[config.mk]
export PLATFORM = sky130hd
export DESIGN_NAME = icfn_top
export DESIGN_NICKNAME = d
export VERILOG_FILES = /design/src/hw/icfn_pkg.sv /design/src/hw/icfn_conv_if.sv /design/src/hw/icfn_conv.sv /design/src/hw/icfn_top.sv
export SDC_FILE = /design/constraint.sdc
export NUM_CORES = 1
export LEC_CHECK = 0
export BUFFER_PORTS_ARGS = -buffer_cell sky130_fd_sc_hd__buf_2
export CORE_MARGIN = 2
export CORE_UTILIZATION = 60
export CTS_CLUSTER_SIZE = 30
export DETAILED_ROUTE_END_ITERATION = 6
export GPL_TIMING_DRIVEN = 0
export PLACE_DENSITY = 0.89
export SLEW_MARGIN = 40
export SYNTH_ARGS = -nofsm -noshare
export SYNTH_HDL_FRONTEND = slang
export SYNTH_SLANG_ARGS = --single-unit
[constraint.sdc]
create_clock -name CLK -period 1.5 [get_ports CLK]
set_clock_uncertainty 0.2 [all_clocks]
set_input_delay 0.075 -clock CLK [delete_from_list [all_inputs] [get_ports CLK]]
set_output_delay 0.075 -clock CLK [all_outputs]
set_load 0.03 [all_outputs]
[src/hw/icfn_pkg.sv]
// Constants and types shared by the convert/negate datapath
package icfn_pkg;
	localparam int DATA_W = 32;
	localparam int FLAG_W = 8;
	localparam logic [7:0] FLAG_INEXACT = 8'h02;
	localparam logic [7:0] FLAG_INVALID = 8'h10;
	localparam logic [7:0] FLAG_FLUSHED = 8'h20;
	localparam logic [7:0] FLAG_MASK = 8'h32;
	localparam logic [7:0] PSW_FLAGS_RST = 8'h00;
	localparam logic [31:0] DEST_RST = 32'h00000000;
	localparam logic [31:0] INT_MIN = 32'h80000000;
	localparam logic [31:0] INT_MAX = 32'h7fffffff;
	localparam logic [7:0] EXP_BIAS = 8'h7f;
	localparam logic [7:0] EXP_INT_LIMIT = 8'h9e;
	localparam logic [7:0] EXP_ALL_ONES = 8'hff;
	// Rounding mode encodings
	typedef enum logic [1:0] {
		ICFN_RND_NEAREST = 2'h0,
		ICFN_RND_ZERO = 2'h1,
		ICFN_RND_POS = 2'h2,
		ICFN_RND_NEG = 2'h3
	} icfn_rnd_t;
	// Operation select
	typedef enum logic [2:0] {
		ICFN_OP_NONE = 3'h0,
		ICFN_OP_FIXRZ_FLAGS = 3'h1,
		ICFN_OP_FLIP = 3'h2,
		ICFN_OP_FLOAT = 3'h3,
		ICFN_OP_FLOAT_FLAGS = 3'h4
	} icfn_op_t;
endpackage

[src/hw/icfn_conv_if.sv]
// Interface between the top and the conversion core
`timescale 1ns/1ps
interface icfn_conv_if;
	logic [31:0] src;
	logic [1:0] rnd;
	logic [31:0] fix_flags;
	logic [31:0] flt_value;
	logic [7:0] flt_flags;
	modport top (output src, output rnd, input fix_flags, input flt_value,
		input flt_flags);
	modport core (input src, input rnd, output fix_flags, output flt_value,
		output flt_flags);
endinterface

[src/hw/icfn_conv.sv]
// Combinational float/int conversion core
`timescale 1ns/1ps
module icfn_conv (
	icfn_conv_if.core cv
);
	logic [31:0] mag;
	logic [4:0] msb;
	logic [31:0] norm;
	logic [7:0] exp_f;
	logic [22:0] mant;
	logic guard_bit;
	logic sticky;
	logic round_up;
	logic [31:0] rounded;
	logic sgn;
	logic [7:0] fexp;
	logic [22:0] ffrac;
	logic [7:0] fix_fl;

	function automatic logic [4:0] lead_one(input logic [31:0] v);
		logic [4:0] p;
		p = 5'h00;
		for (int i = 0; i < 32; i++) begin
			if (v[i]) begin
				p = 5'(i);
			end
		end
		return p;
	endfunction

	// Integer to float with status rounding mode
	always_comb begin
		sgn = cv.src[31];
		mag = sgn ? (~cv.src + 32'h00000001) : cv.src;
		msb = lead_one(mag);
		norm = mag << (5'h1f - msb);
		mant = norm[30:8];
		guard_bit = norm[7];
		sticky = |norm[6:0];
		unique case (icfn_pkg::icfn_rnd_t'(cv.rnd))
			icfn_pkg::ICFN_RND_NEAREST: round_up = guard_bit & (sticky | mant[0]);
			icfn_pkg::ICFN_RND_ZERO: round_up = 1'b0;
			icfn_pkg::ICFN_RND_POS: round_up = ~sgn & (guard_bit | sticky);
			icfn_pkg::ICFN_RND_NEG: round_up = sgn & (guard_bit | sticky);
		endcase
		exp_f = icfn_pkg::EXP_BIAS + 8'(msb);
		rounded = {1'b0, exp_f, mant} + {31'h00000000, round_up};
		cv.flt_value = (mag == 32'h00000000) ? icfn_pkg::DEST_RST :
			{sgn, rounded[30:0]};
		cv.flt_flags = (guard_bit | sticky) ? icfn_pkg::FLAG_INEXACT : 8'h00;
	end

	// Float to integer flags, always toward zero
	// mode bits never read
	always_comb begin
		fexp = cv.src[30:23];
		ffrac = cv.src[22:0];
		fix_fl = 8'h00;
		if (fexp == icfn_pkg::EXP_ALL_ONES) begin
			fix_fl = icfn_pkg::FLAG_INVALID;
		end else if (fexp == 8'h00) begin
			if (ffrac != 23'h000000) begin
				fix_fl = icfn_pkg::FLAG_FLUSHED;
			end
		end else if (fexp >= icfn_pkg::EXP_INT_LIMIT) begin
			// Only -2^31 exactly fits at the limit exponent
			if (!(cv.src[31] && fexp == icfn_pkg::EXP_INT_LIMIT &&
				ffrac == 23'h000000)) begin
				fix_fl = icfn_pkg::FLAG_INVALID;
			end
		end else if (fexp < icfn_pkg::EXP_BIAS) begin
			fix_fl = icfn_pkg::FLAG_INEXACT;
		end else if (fexp - icfn_pkg::EXP_BIAS < 8'h17) begin
			if ((({9'h000, ffrac} << 5'(fexp - icfn_pkg::EXP_BIAS)) &
				32'h007fffff) != 32'h00000000) begin
				fix_fl = icfn_pkg::FLAG_INEXACT;
			end
		end
		cv.fix_flags = {24'h000000, fix_fl};
	end
endmodule

[src/hw/icfn_top.sv]
// Convert and conditional-negate datapath with sticky status flags
`timescale 1ns/1ps
module icfn_top (
	input wire logic CLK,
	input wire logic RST_B,
	input wire logic ISSUE,
	input wire logic [2:0] OPCODE,
	input wire logic [31:0] SRC_REG_A,
	input wire logic [31:0] SRC_REG_B,
	input wire logic GUARD,
	input wire logic [1:0] RND_MODE,
	input wire logic [7:0] EXT_FLAG_UPDATE,
	input wire logic PSW_WRITE,
	input wire logic [7:0] PSW_WRITE_DATA,
	output logic DEST_WE,
	output logic [31:0] DEST_DATA,
	output logic [7:0] PROC_STATUS_WORD
);
	icfn_conv_if cv ();
	logic dest_we_reg, dest_we_next;
	logic [31:0] dest_reg, dest_next;
	logic [7:0] psw_reg, psw_next;
	logic [7:0] upd;
	logic go;

	assign cv.src = SRC_REG_A;
	assign cv.rnd = RND_MODE;

	icfn_conv u_conv (
		.cv(cv)
	);

	always_comb begin
		// Guard gates every destination write; status writes and external flag updates are not gated
		// guard gate
		go = ISSUE & GUARD;
		dest_we_next = 1'b0;
		dest_next = dest_reg;
		upd = 8'h00;
		if (go) begin
			unique case (icfn_pkg::icfn_op_t'(OPCODE))
				icfn_pkg::ICFN_OP_FIXRZ_FLAGS: begin
					dest_next = cv.fix_flags;
					dest_we_next = 1'b1;
				end
				icfn_pkg::ICFN_OP_FLIP: begin
					dest_next = (SRC_REG_A == 32'h00000000) ? SRC_REG_B :
						(~SRC_REG_B + 32'h00000001);
					dest_we_next = 1'b1;
				end
				icfn_pkg::ICFN_OP_FLOAT: begin
					dest_next = cv.flt_value;
					dest_we_next = 1'b1;
					upd = cv.flt_flags;
				end
				icfn_pkg::ICFN_OP_FLOAT_FLAGS: begin
					dest_next = {24'h000000, cv.flt_flags};
					dest_we_next = 1'b1;
				end
				default: begin
					dest_we_next = 1'b0;
				end
			endcase
		end
		psw_next = psw_reg | ((upd | EXT_FLAG_UPDATE) & icfn_pkg::FLAG_MASK);
		if (PSW_WRITE) begin
			psw_next = (PSW_WRITE_DATA & icfn_pkg::FLAG_MASK) |
				((upd | EXT_FLAG_UPDATE) & icfn_pkg::FLAG_MASK);
		end
	end

	always_ff @(posedge CLK or negedge RST_B) begin
		if (!RST_B) begin
			dest_we_reg <= 1'b0;
			dest_reg <= icfn_pkg::DEST_RST;
			psw_reg <= icfn_pkg::PSW_FLAGS_RST;
		end else begin
			dest_we_reg <= dest_we_next;
			dest_reg <= dest_next;
			psw_reg <= psw_next;
		end
	end

	assign DEST_WE = dest_we_reg;
	assign DEST_DATA = dest_reg;
	assign PROC_STATUS_WORD = psw_reg;
endmodule

==> flow_summary.toml, run 1 <==
[run_status]
run_status = "stopped before the end"
failing_step = "5_1_grt"
error_line = "[ERROR GRT-0232] Routing congestion too high. Check the congestion heatmap in the GUI."

[placed_design]
portBuffers = 100
gp_congestion = 1.066
dpl.hpwl_mm = 27.38

[synthesis]
synthTopCellsByCount = "nor2_1 (112), nand2_1 (101), o21ai_0 (77), a21oi_1 (63), xnor2_1 (53)"
synth_top_family_by_area = "compound AO/OA/AOI/OAI gates"
synth_top_area_share_pct = 11.02
synth_compound_area_share_pct = 37.03
yosys_warnings = 0
synth-edff-count = 0
ys_async_sr_fraction_pct = 100.0
synthFlopType = "dfrtp_1"
synthXorXnorAreaFrac_pct = 10.65
syn_inst = 1146
yosys-top-cells-area = "dfrtp_1 (11%), xnor2_1 (5.7%), nor2_1 (5.1%)"
muxShareOfSynthArea_pct = 3.030
synth_top_area_cell = "dfrtp_1"
synth-simple-area-share_pct = 28.91
syn_avg_cell_area_um2 = 7.135
yosys.area_share.adder_pct = 1.500
syn-cell-area_um2 = 8177
synth_cell_type_count = 107
synth.most_common_cell = "nor2_1"
yosysSeqAreaShare_pct = 11.02
ys_seq_elements = 36

[clocking]
root_buffer = "clkbuf_16"
htreeDepth = 2
cts-buffers-inserted = 5
cts.sinks = 36
clk_path_buf_depth = 2

[floorplan]
start_util_pct = 61.50
io_pins = 131
num_rows = 42
die_h_um = 120.7
die_w_um = 120.7

[timing]
endpoint_type = "sequential cell input"
grt-worst-endpoint = "DEST_DATA[26]$_DFFE_PN0P_/D"

[grt]
grt-ovfl-total = 252
grt_max_degree = 37
grt_use_total_pct = 84.84
-- metal layers --
layer  overflow  track usage (%)
met1          9            83.42
met2        142            100.7
met3          3            69.58
met4         98            89.83
met5          0            31.25
-- cells by family after synthesis --
kind of cell	Yosys count
AND/OR/NAND/NOR	442
XOR/XNOR	93
flip-flops	36
buffers and inverters	125
AO/OA/AOI/OAI	416
multiplexers	23
adder cells (fa/ha/maj)	10
other	1
-- through the flow --
step                      area, um2  util (%)  std cells  setup TNS, ns  setup slack [ns]
after floorplan                8532         -       1150        -111.23            -3.814
after global placement         9253     69.59       1426        -163.70            -5.556
after detailed placement       9280     69.80       1426        -164.52            -5.555
after CTS                     11140     83.81       1545        -116.21            -3.918
-- what timing repair did --
item                       CTS
setup endpoints to repair   33
gates cloned                 1
hold buffers                10
resized for setup          181
buffers inserted           101
hold endpoints to repair    39
pin swaps                   98
==> run 2: changes to the inputs <==
--- a/config.mk
+++ b/config.mk
@@ -7,11 +7,10 @@
 export LEC_CHECK = 0
 export BUFFER_PORTS_ARGS = -buffer_cell sky130_fd_sc_hd__buf_2
 export CORE_MARGIN = 2
-export CORE_UTILIZATION = 60
-export CTS_CLUSTER_SIZE = 30
+export CORE_UTILIZATION = 40
 export DETAILED_ROUTE_END_ITERATION = 6
 export GPL_TIMING_DRIVEN = 0
-export PLACE_DENSITY = 0.89
+export PLACE_DENSITY_LB_ADDON = 0.15
 export SLEW_MARGIN = 40
 export SYNTH_ARGS = -nofsm -noshare
 export SYNTH_HDL_FRONTEND = slang
==> run 2 against run 1 <==
  * Area after synthesis stayed put
  * The flow now finishes, with violations (negative hold slack, negative setup slack)
  * Synthesized cell count unchanged
==> flow_summary.toml, run 2 <==
[run_status]
run_status = "finished with violations"
violations = "negative hold slack, negative setup slack"

[power]
power.density_nw_per_um2 = 602.0
p_leak_nw = 4.628
peakVddDrop_v = 0.0005034

[finish]
final_common_cell = "buf_4"
multi_input_area_um2 = 7864
largest_register_ffs = 32
fin_cells = 1663
nNetsFinal = 1491
synthToLayoutAreaGrowth_pct = 44.33
register_area_um2 = 900.9
final_layout_size_suffix_gt1_share_pct = 36.90
nFillCells = 1890
final_cell_mix = "buf_4 (115), buf_2 (112), nor2_1 (99)"
antenna_cells = 0
design_area_um2 = 11800

[floorplan]
num_rows = 52
core-area_um2 = 20170
die_area_um2 = 21600
die_h_um = 147.0
start_util_pct = 40.54
io_pins = 131
die_w_um = 147.0

[synthesis]
ys_seq_elements = 36
synth-edff-count = 0
yosysSeqAreaShare_pct = 11.02
syn_inst = 1146
ys_async_sr_fraction_pct = 100.0
syn_avg_cell_area_um2 = 7.135
synth.most_common_cell = "nor2_1"
synth_top_area_cell = "dfrtp_1"
yosys-top-cells-area = "dfrtp_1 (11%), xnor2_1 (5.7%), nor2_1 (5.1%)"
yosys_warnings = 0
synthFlopType = "dfrtp_1"
synth_top_area_share_pct = 11.02
synthTopCellsByCount = "nor2_1 (112), nand2_1 (101), o21ai_0 (77), a21oi_1 (63), xnor2_1 (53)"
syn-cell-area_um2 = 8177
synth_cell_type_count = 107

[clocking]
root_buffer = "clkbuf_16"
htreeDepth = 2
clk_pin_slew_ns = 0.06
cts.sinks = 36
cts_tree = "yes"
cts-buffers-inserted = 5
clk_path_buf_depth = 2
clock_latency_ns = 0.28

[timing]
setup_violations = 33
fin_crit_ns = 5.609
worst_hold_slack_ns = -0.0002199
max_slew_margin_pct = 34.85
finalSetupTns_ns = -123.23
hold_viol_final = 1
layout_setup_ws_ns = -4.109
final_max_slew_viol_count = 0
fmax_mhz = 178.3
rsz0062_at_grt = "true"
fin_crit_sh_pct = 373.9
tightest_slew_ns = 0.9731

[grt]
grt_use_total_pct = 35.05
antenna_found_initial = 0
grt-ovfl-total = 0
grt_max_degree = 20
grt_pass1_vias = 10320
grt_pass1_wl_mm = 59.70

[route]
avgRoutedWirePerCell_um = 23.62
drtIter0Drc = 1198
via_per_inst = 6.554
antenna_left = 0
first_pass_iters = 6
drc = 0
vias = 10900
wl_mm = 39.28

[setup_path]
cp.arrival_ns = 5.58
required_ns = 1.47
cp-end-kind = "flop"
reg2reg_setup_slack_ns = 0.34
worstPathMaxFanout = 10
worst_setup_path_start_kind = "primary input"
criticalPathCategory = "primary input to flop"

[placed_design]
pre_cts_ws_ns = -5.580
dpl.hpwl_mm = 29.66
gp_congestion = 0.9868
place_area_um2 = 9412
place_inst = 1521
portBuffers = 100

[job]
drv_cap = 0

[min_path]
hold_class = "primary input to flop"
## run 2: cell counts after synthesis
No cell type changed its count.
## run 2: worst max-delay path, stage by stage
cell,delay (ns)
buf_2,0.20
or3_4,0.47
buf_6,0.18
o41ai_4,0.42
xnor2_2,0.18
nor2_2,0.17
nand4_1,0.16
a41o_1,0.34
a21oi_4,0.29
inv_2,0.09
buf_8,0.15
mux2i_4,0.18
a221o_1,0.33
nor2_2,0.14
a31oi_4,0.11
a2111oi_4,0.30
and2_4,0.23
o31ai_4,0.05
and3_4,0.19
ha_4,0.16
ha_4,0.15
nand4_1,0.15
buf_4,0.16
nor2_4,0.04
and4_1,0.19
and3_4,0.15
a221o_1,0.28
## run 2: metrics by stage
step           util, %  power [W]
5_1_grt          58.51   0.007411
3_5_place_dp     46.66   0.005058
3_3_place_gp     46.46   0.005065
4_1_cts          55.50   0.006704
2_1_floorplan        -   0.003828
6_report         58.51   0.007104
## run 2: routing by layer
layer  GRT usage (%)  routed length, um  vias to the layer above
met3           4.068               3104                      130
met2           59.46              18590                      669
li1                -                  -                     4905
met1           44.84              15620                     5195
met5               0                  0                        -
met4           15.82               1965                        0
## run 2: cell type report
type / count / area share (%)
inverter: 30 / 1.209
clock inverter: 3 / 0.1590
multi-input combinational: 989 / 66.63
sequential: 36 / 7.634
tap: 270 / 2.863
buffer: 93 / 6.054
clock buffer: 5 / 1.060
timing repair buffer: 237 / 14.39
## run 2: cell families (layout without fill, tap and decap cells)
| group | after synthesis | count (layout) | synth area share (%) |
|---|---|---|---|
| other | 1 | 5 | 0.04586 |
| AO/OA/AOI/OAI | 416 | 416 | 37.03 |
| buffers and inverters | 125 | 368 | 7.820 |
| XOR/XNOR | 93 | 93 | 10.65 |
| adder cells (fa/ha/maj) | 10 | 10 | 1.500 |
| flip-flops | 36 | 36 | 11.02 |
| multiplexers | 23 | 23 | 3.030 |
| AND/OR/NAND/NOR | 442 | 442 | 28.91 |
## run 2: what timing repair did
action / CTS / global route
resized for setup: 171 / 94
setup endpoints to repair: 33 / 33
hold buffers: 11 / 0
pin swaps: 72 / 81
buffers inserted: 92 / 36
hold endpoints to repair: 42 / 0
cloned: 2 / 0
## run 2: where the power goes
group | internal, W | switching [W] | total [W]
clock network | 0.000612 | 0.000428 | 0.00104
registers | 0.00109 | 0.0000660 | 0.00116
logic | 0.00186 | 0.00304 | 0.00491
## run 2: final timing paths
check                                   start             to  depth (start not counted)
min in group asynchronous               RST_B   DEST_DATA[5]                          2
worst min-delay path            SRC_REG_B[14]  DEST_DATA[14]                          4
worst min register to register   DEST_DATA[8]   DEST_DATA[8]                          2
max in group asynchronous               RST_B  DEST_DATA[18]                          3
worst max register to register  DEST_DATA[24]  DEST_DATA[24]                          2
worst max-delay path             SRC_REG_A[5]  DEST_DATA[28]                         27
Note: power is estimated with default switching activity, not from simulation.
==> run 3: changes to the inputs <==
--- a/config.mk
+++ b/config.mk
@@ -5,12 +5,14 @@
 export SDC_FILE = /design/constraint.sdc
 export NUM_CORES = 1
 export LEC_CHECK = 0
+export ABC_CLOCK_PERIOD_IN_PS = 1500
 export BUFFER_PORTS_ARGS = -buffer_cell sky130_fd_sc_hd__buf_2
 export CORE_MARGIN = 2
 export CORE_UTILIZATION = 40
 export DETAILED_ROUTE_END_ITERATION = 6
 export GPL_TIMING_DRIVEN = 0
 export PLACE_DENSITY_LB_ADDON = 0.15
+export SETUP_SLACK_MARGIN = 0.1
 export SLEW_MARGIN = 40
 export SYNTH_ARGS = -nofsm -noshare
 export SYNTH_HDL_FRONTEND = slang
==> run 3 against run 2 <==
  * The run still ends with negative hold slack, negative setup slack left
  * Via count is 0.21% higher
  * Global-route usage barely moved
  * Sequential share of layout area is essentially flat
  * Critical path depth increased by 2
  * Largest power group unchanged
==> flow_summary.toml, run 3 (same netlist as run 2, synthesis figures left out) <==
[run_status]
run_status = "finished with violations"
violations = "negative hold slack, negative setup slack"

[min_path]
hold_class = "primary input to flop"
whs_endpoint = "DEST_DATA[14]"
hp-start = "SRC_REG_B[14]"
whs_path_depth = 4

[setup_path]
worstRegToRegCells = 2
reg2reg_setup_slack_ns = 0.34
path_delay_family = "compound AO/OA/AOI/OAI gates"
r2r_start = "DEST_DATA[24]"
worst_setup_path_start_kind = "primary input"
r2r-end = "DEST_DATA[24]"
criticalPathCategory = "primary input to flop"
required_ns = 1.47
max_stage_delay_ns = 0.40
slowest_stage = "or3b_4"
crit_path_frequent_cell = "ha_4"
path_buf_inv = 5
cp.arrival_ns = 5.63
cp-end-kind = "flop"
worstPathMaxFanout = 10

[finish]
antenna_cells = 0
nFillCells = 1900
final_layout_size_suffix_gt1_share_pct = 36.49
fin_cells = 1662
nNetsFinal = 1490
final_cell_mix = "buf_2 (113), buf_4 (111), nor2_1 (99)"
final_common_cell = "buf_2"
synthToLayoutAreaGrowth_pct = 43.96
largest_register_ffs = 32

[route]
via_per_inst = 6.572
drtIter0Drc = 1140
first_pass_iters = 5
vias = 10920
drc = 0
antenna_left = 0
wl_mm = 39.38
avgRoutedWirePerCell_um = 23.70

[placed_design]
place_inst = 1521
gp_congestion = 0.9868
dpl.hpwl_mm = 29.66
portBuffers = 100
pre_cts_ws_ns = -5.580

[job]
drv_cap = 0

[timing]
layout_setup_ws_ns = -4.156
fin_crit_ns = 5.656
setup_violations = 33
final_max_slew_viol_count = 0
rsz0062_at_grt = "true"
hold_viol_final = 1
worst_hold_slack_ns = -0.004256
tightest_slew_ns = 0.9585
max_slew_margin_pct = 35.82
fin_crit_sh_pct = 377.1
fmax_mhz = 176.8

[clocking]
clk_path_buf_depth = 2
cts-buffers-inserted = 5
clock_latency_ns = 0.28
clk_pin_slew_ns = 0.06
cts.sinks = 36
cts_tree = "yes"
htreeDepth = 2
root_buffer = "clkbuf_16"

[floorplan]
die_h_um = 147.0
num_rows = 52
start_util_pct = 40.54
die_area_um2 = 21600
core-area_um2 = 20170
die_w_um = 147.0
io_pins = 131

[power]
power.density_nw_per_um2 = 602.6
finalPower_w = 0.007094
peakVddDrop_v = 0.0005031
p_leak_nw = 4.657

[grt]
grt_max_degree = 20
antenna_found_initial = 0
grt-ovfl-total = 0
grt_use_total_pct = 35.08
grt_pass1_vias = 10310
grt_pass1_wl_mm = 59.76
-- run 3: layer usage --
metal  GRT usage [%]  part of all wire, %  vias up
met5               0                    0        -
met4           15.38                  5.4        0
met3           4.441                  8.4      134
met2           59.60                   47      694
met1           44.75                   39     5189
li1                -                    -     4905
-- run 3: power by group --
part	total [W]	internal (W)	switching (W)
Combinational	0.00489	0.00185	0.00304
Clock	0.00105	0.000613	0.000437
Sequential	0.00116	0.00109	0.0000671
-- run 3: cell type report --
| cell class | instances | area (um2) | area share, % |
|---|---|---|---|
| buffer | 95 | 718.2 | 6.101 |
| clock buffer | 5 | 125.1 | 1.063 |
| clock inverter | 3 | 18.77 | 0.1594 |
| inverter | 30 | 142.6 | 1.212 |
| multi-input combinational | 989 | 7833 | 66.54 |
| sequential | 36 | 900.9 | 7.653 |
| tap | 270 | 337.8 | 2.870 |
| timing repair buffer | 234 | 1695 | 14.40 |
-- run 3: repair_timing --
| action | CTS | global route |
|---|---|---|
| resized for setup | 171 | 88 |
| setup endpoints to repair | 33 | 33 |
| endpoints found under the hold margin | 42 | 0 |
| cloned | 2 | 0 |
| pin swaps | 72 | 69 |
| hold buffers | 11 | 0 |
| setup buffers | 92 | 29 |
-- run 3: worst max path at each step --
stage | startpoint | endpoint | slack [ns] | cells after the start
floorplan | SRC_REG_A[14] | DEST_DATA[28] | -3.81 | 25
global placement | SRC_REG_A[31] | DEST_DATA[28] | -5.73 | 26
detailed placement | SRC_REG_A[23] | DEST_DATA[17] | -5.58 | 26
CTS | SRC_REG_A[0] | DEST_DATA[28] | -4.05 | 31
global route | SRC_REG_A[3] | DEST_DATA[20] | -4.32 | 26
finish | SRC_REG_A[0] | DEST_DATA[28] | -4.16 | 29
-- run 3: metrics by stage --
step           instance area (um2)  setup TNS (ns)  hold slack (ns)  util, %
6_report                     11770         -125.11        -0.004256    58.36
5_1_grt                      11770         -129.78          0.01537    58.36
4_1_cts                      11190         -121.36        0.0001510    55.50
3_5_place_dp                  9412         -167.05          -0.1578    46.66
3_3_place_gp                  9370         -172.40          0.01808    46.46
2_1_floorplan                 8532         -111.23          -0.4206        -
-- run 3: worst min-delay path, stage by stage --
cell and delay [ns]:
buf_2 0.09, xor2_1 0.06, a22oi_1 0.14, o21ai_1 0.08
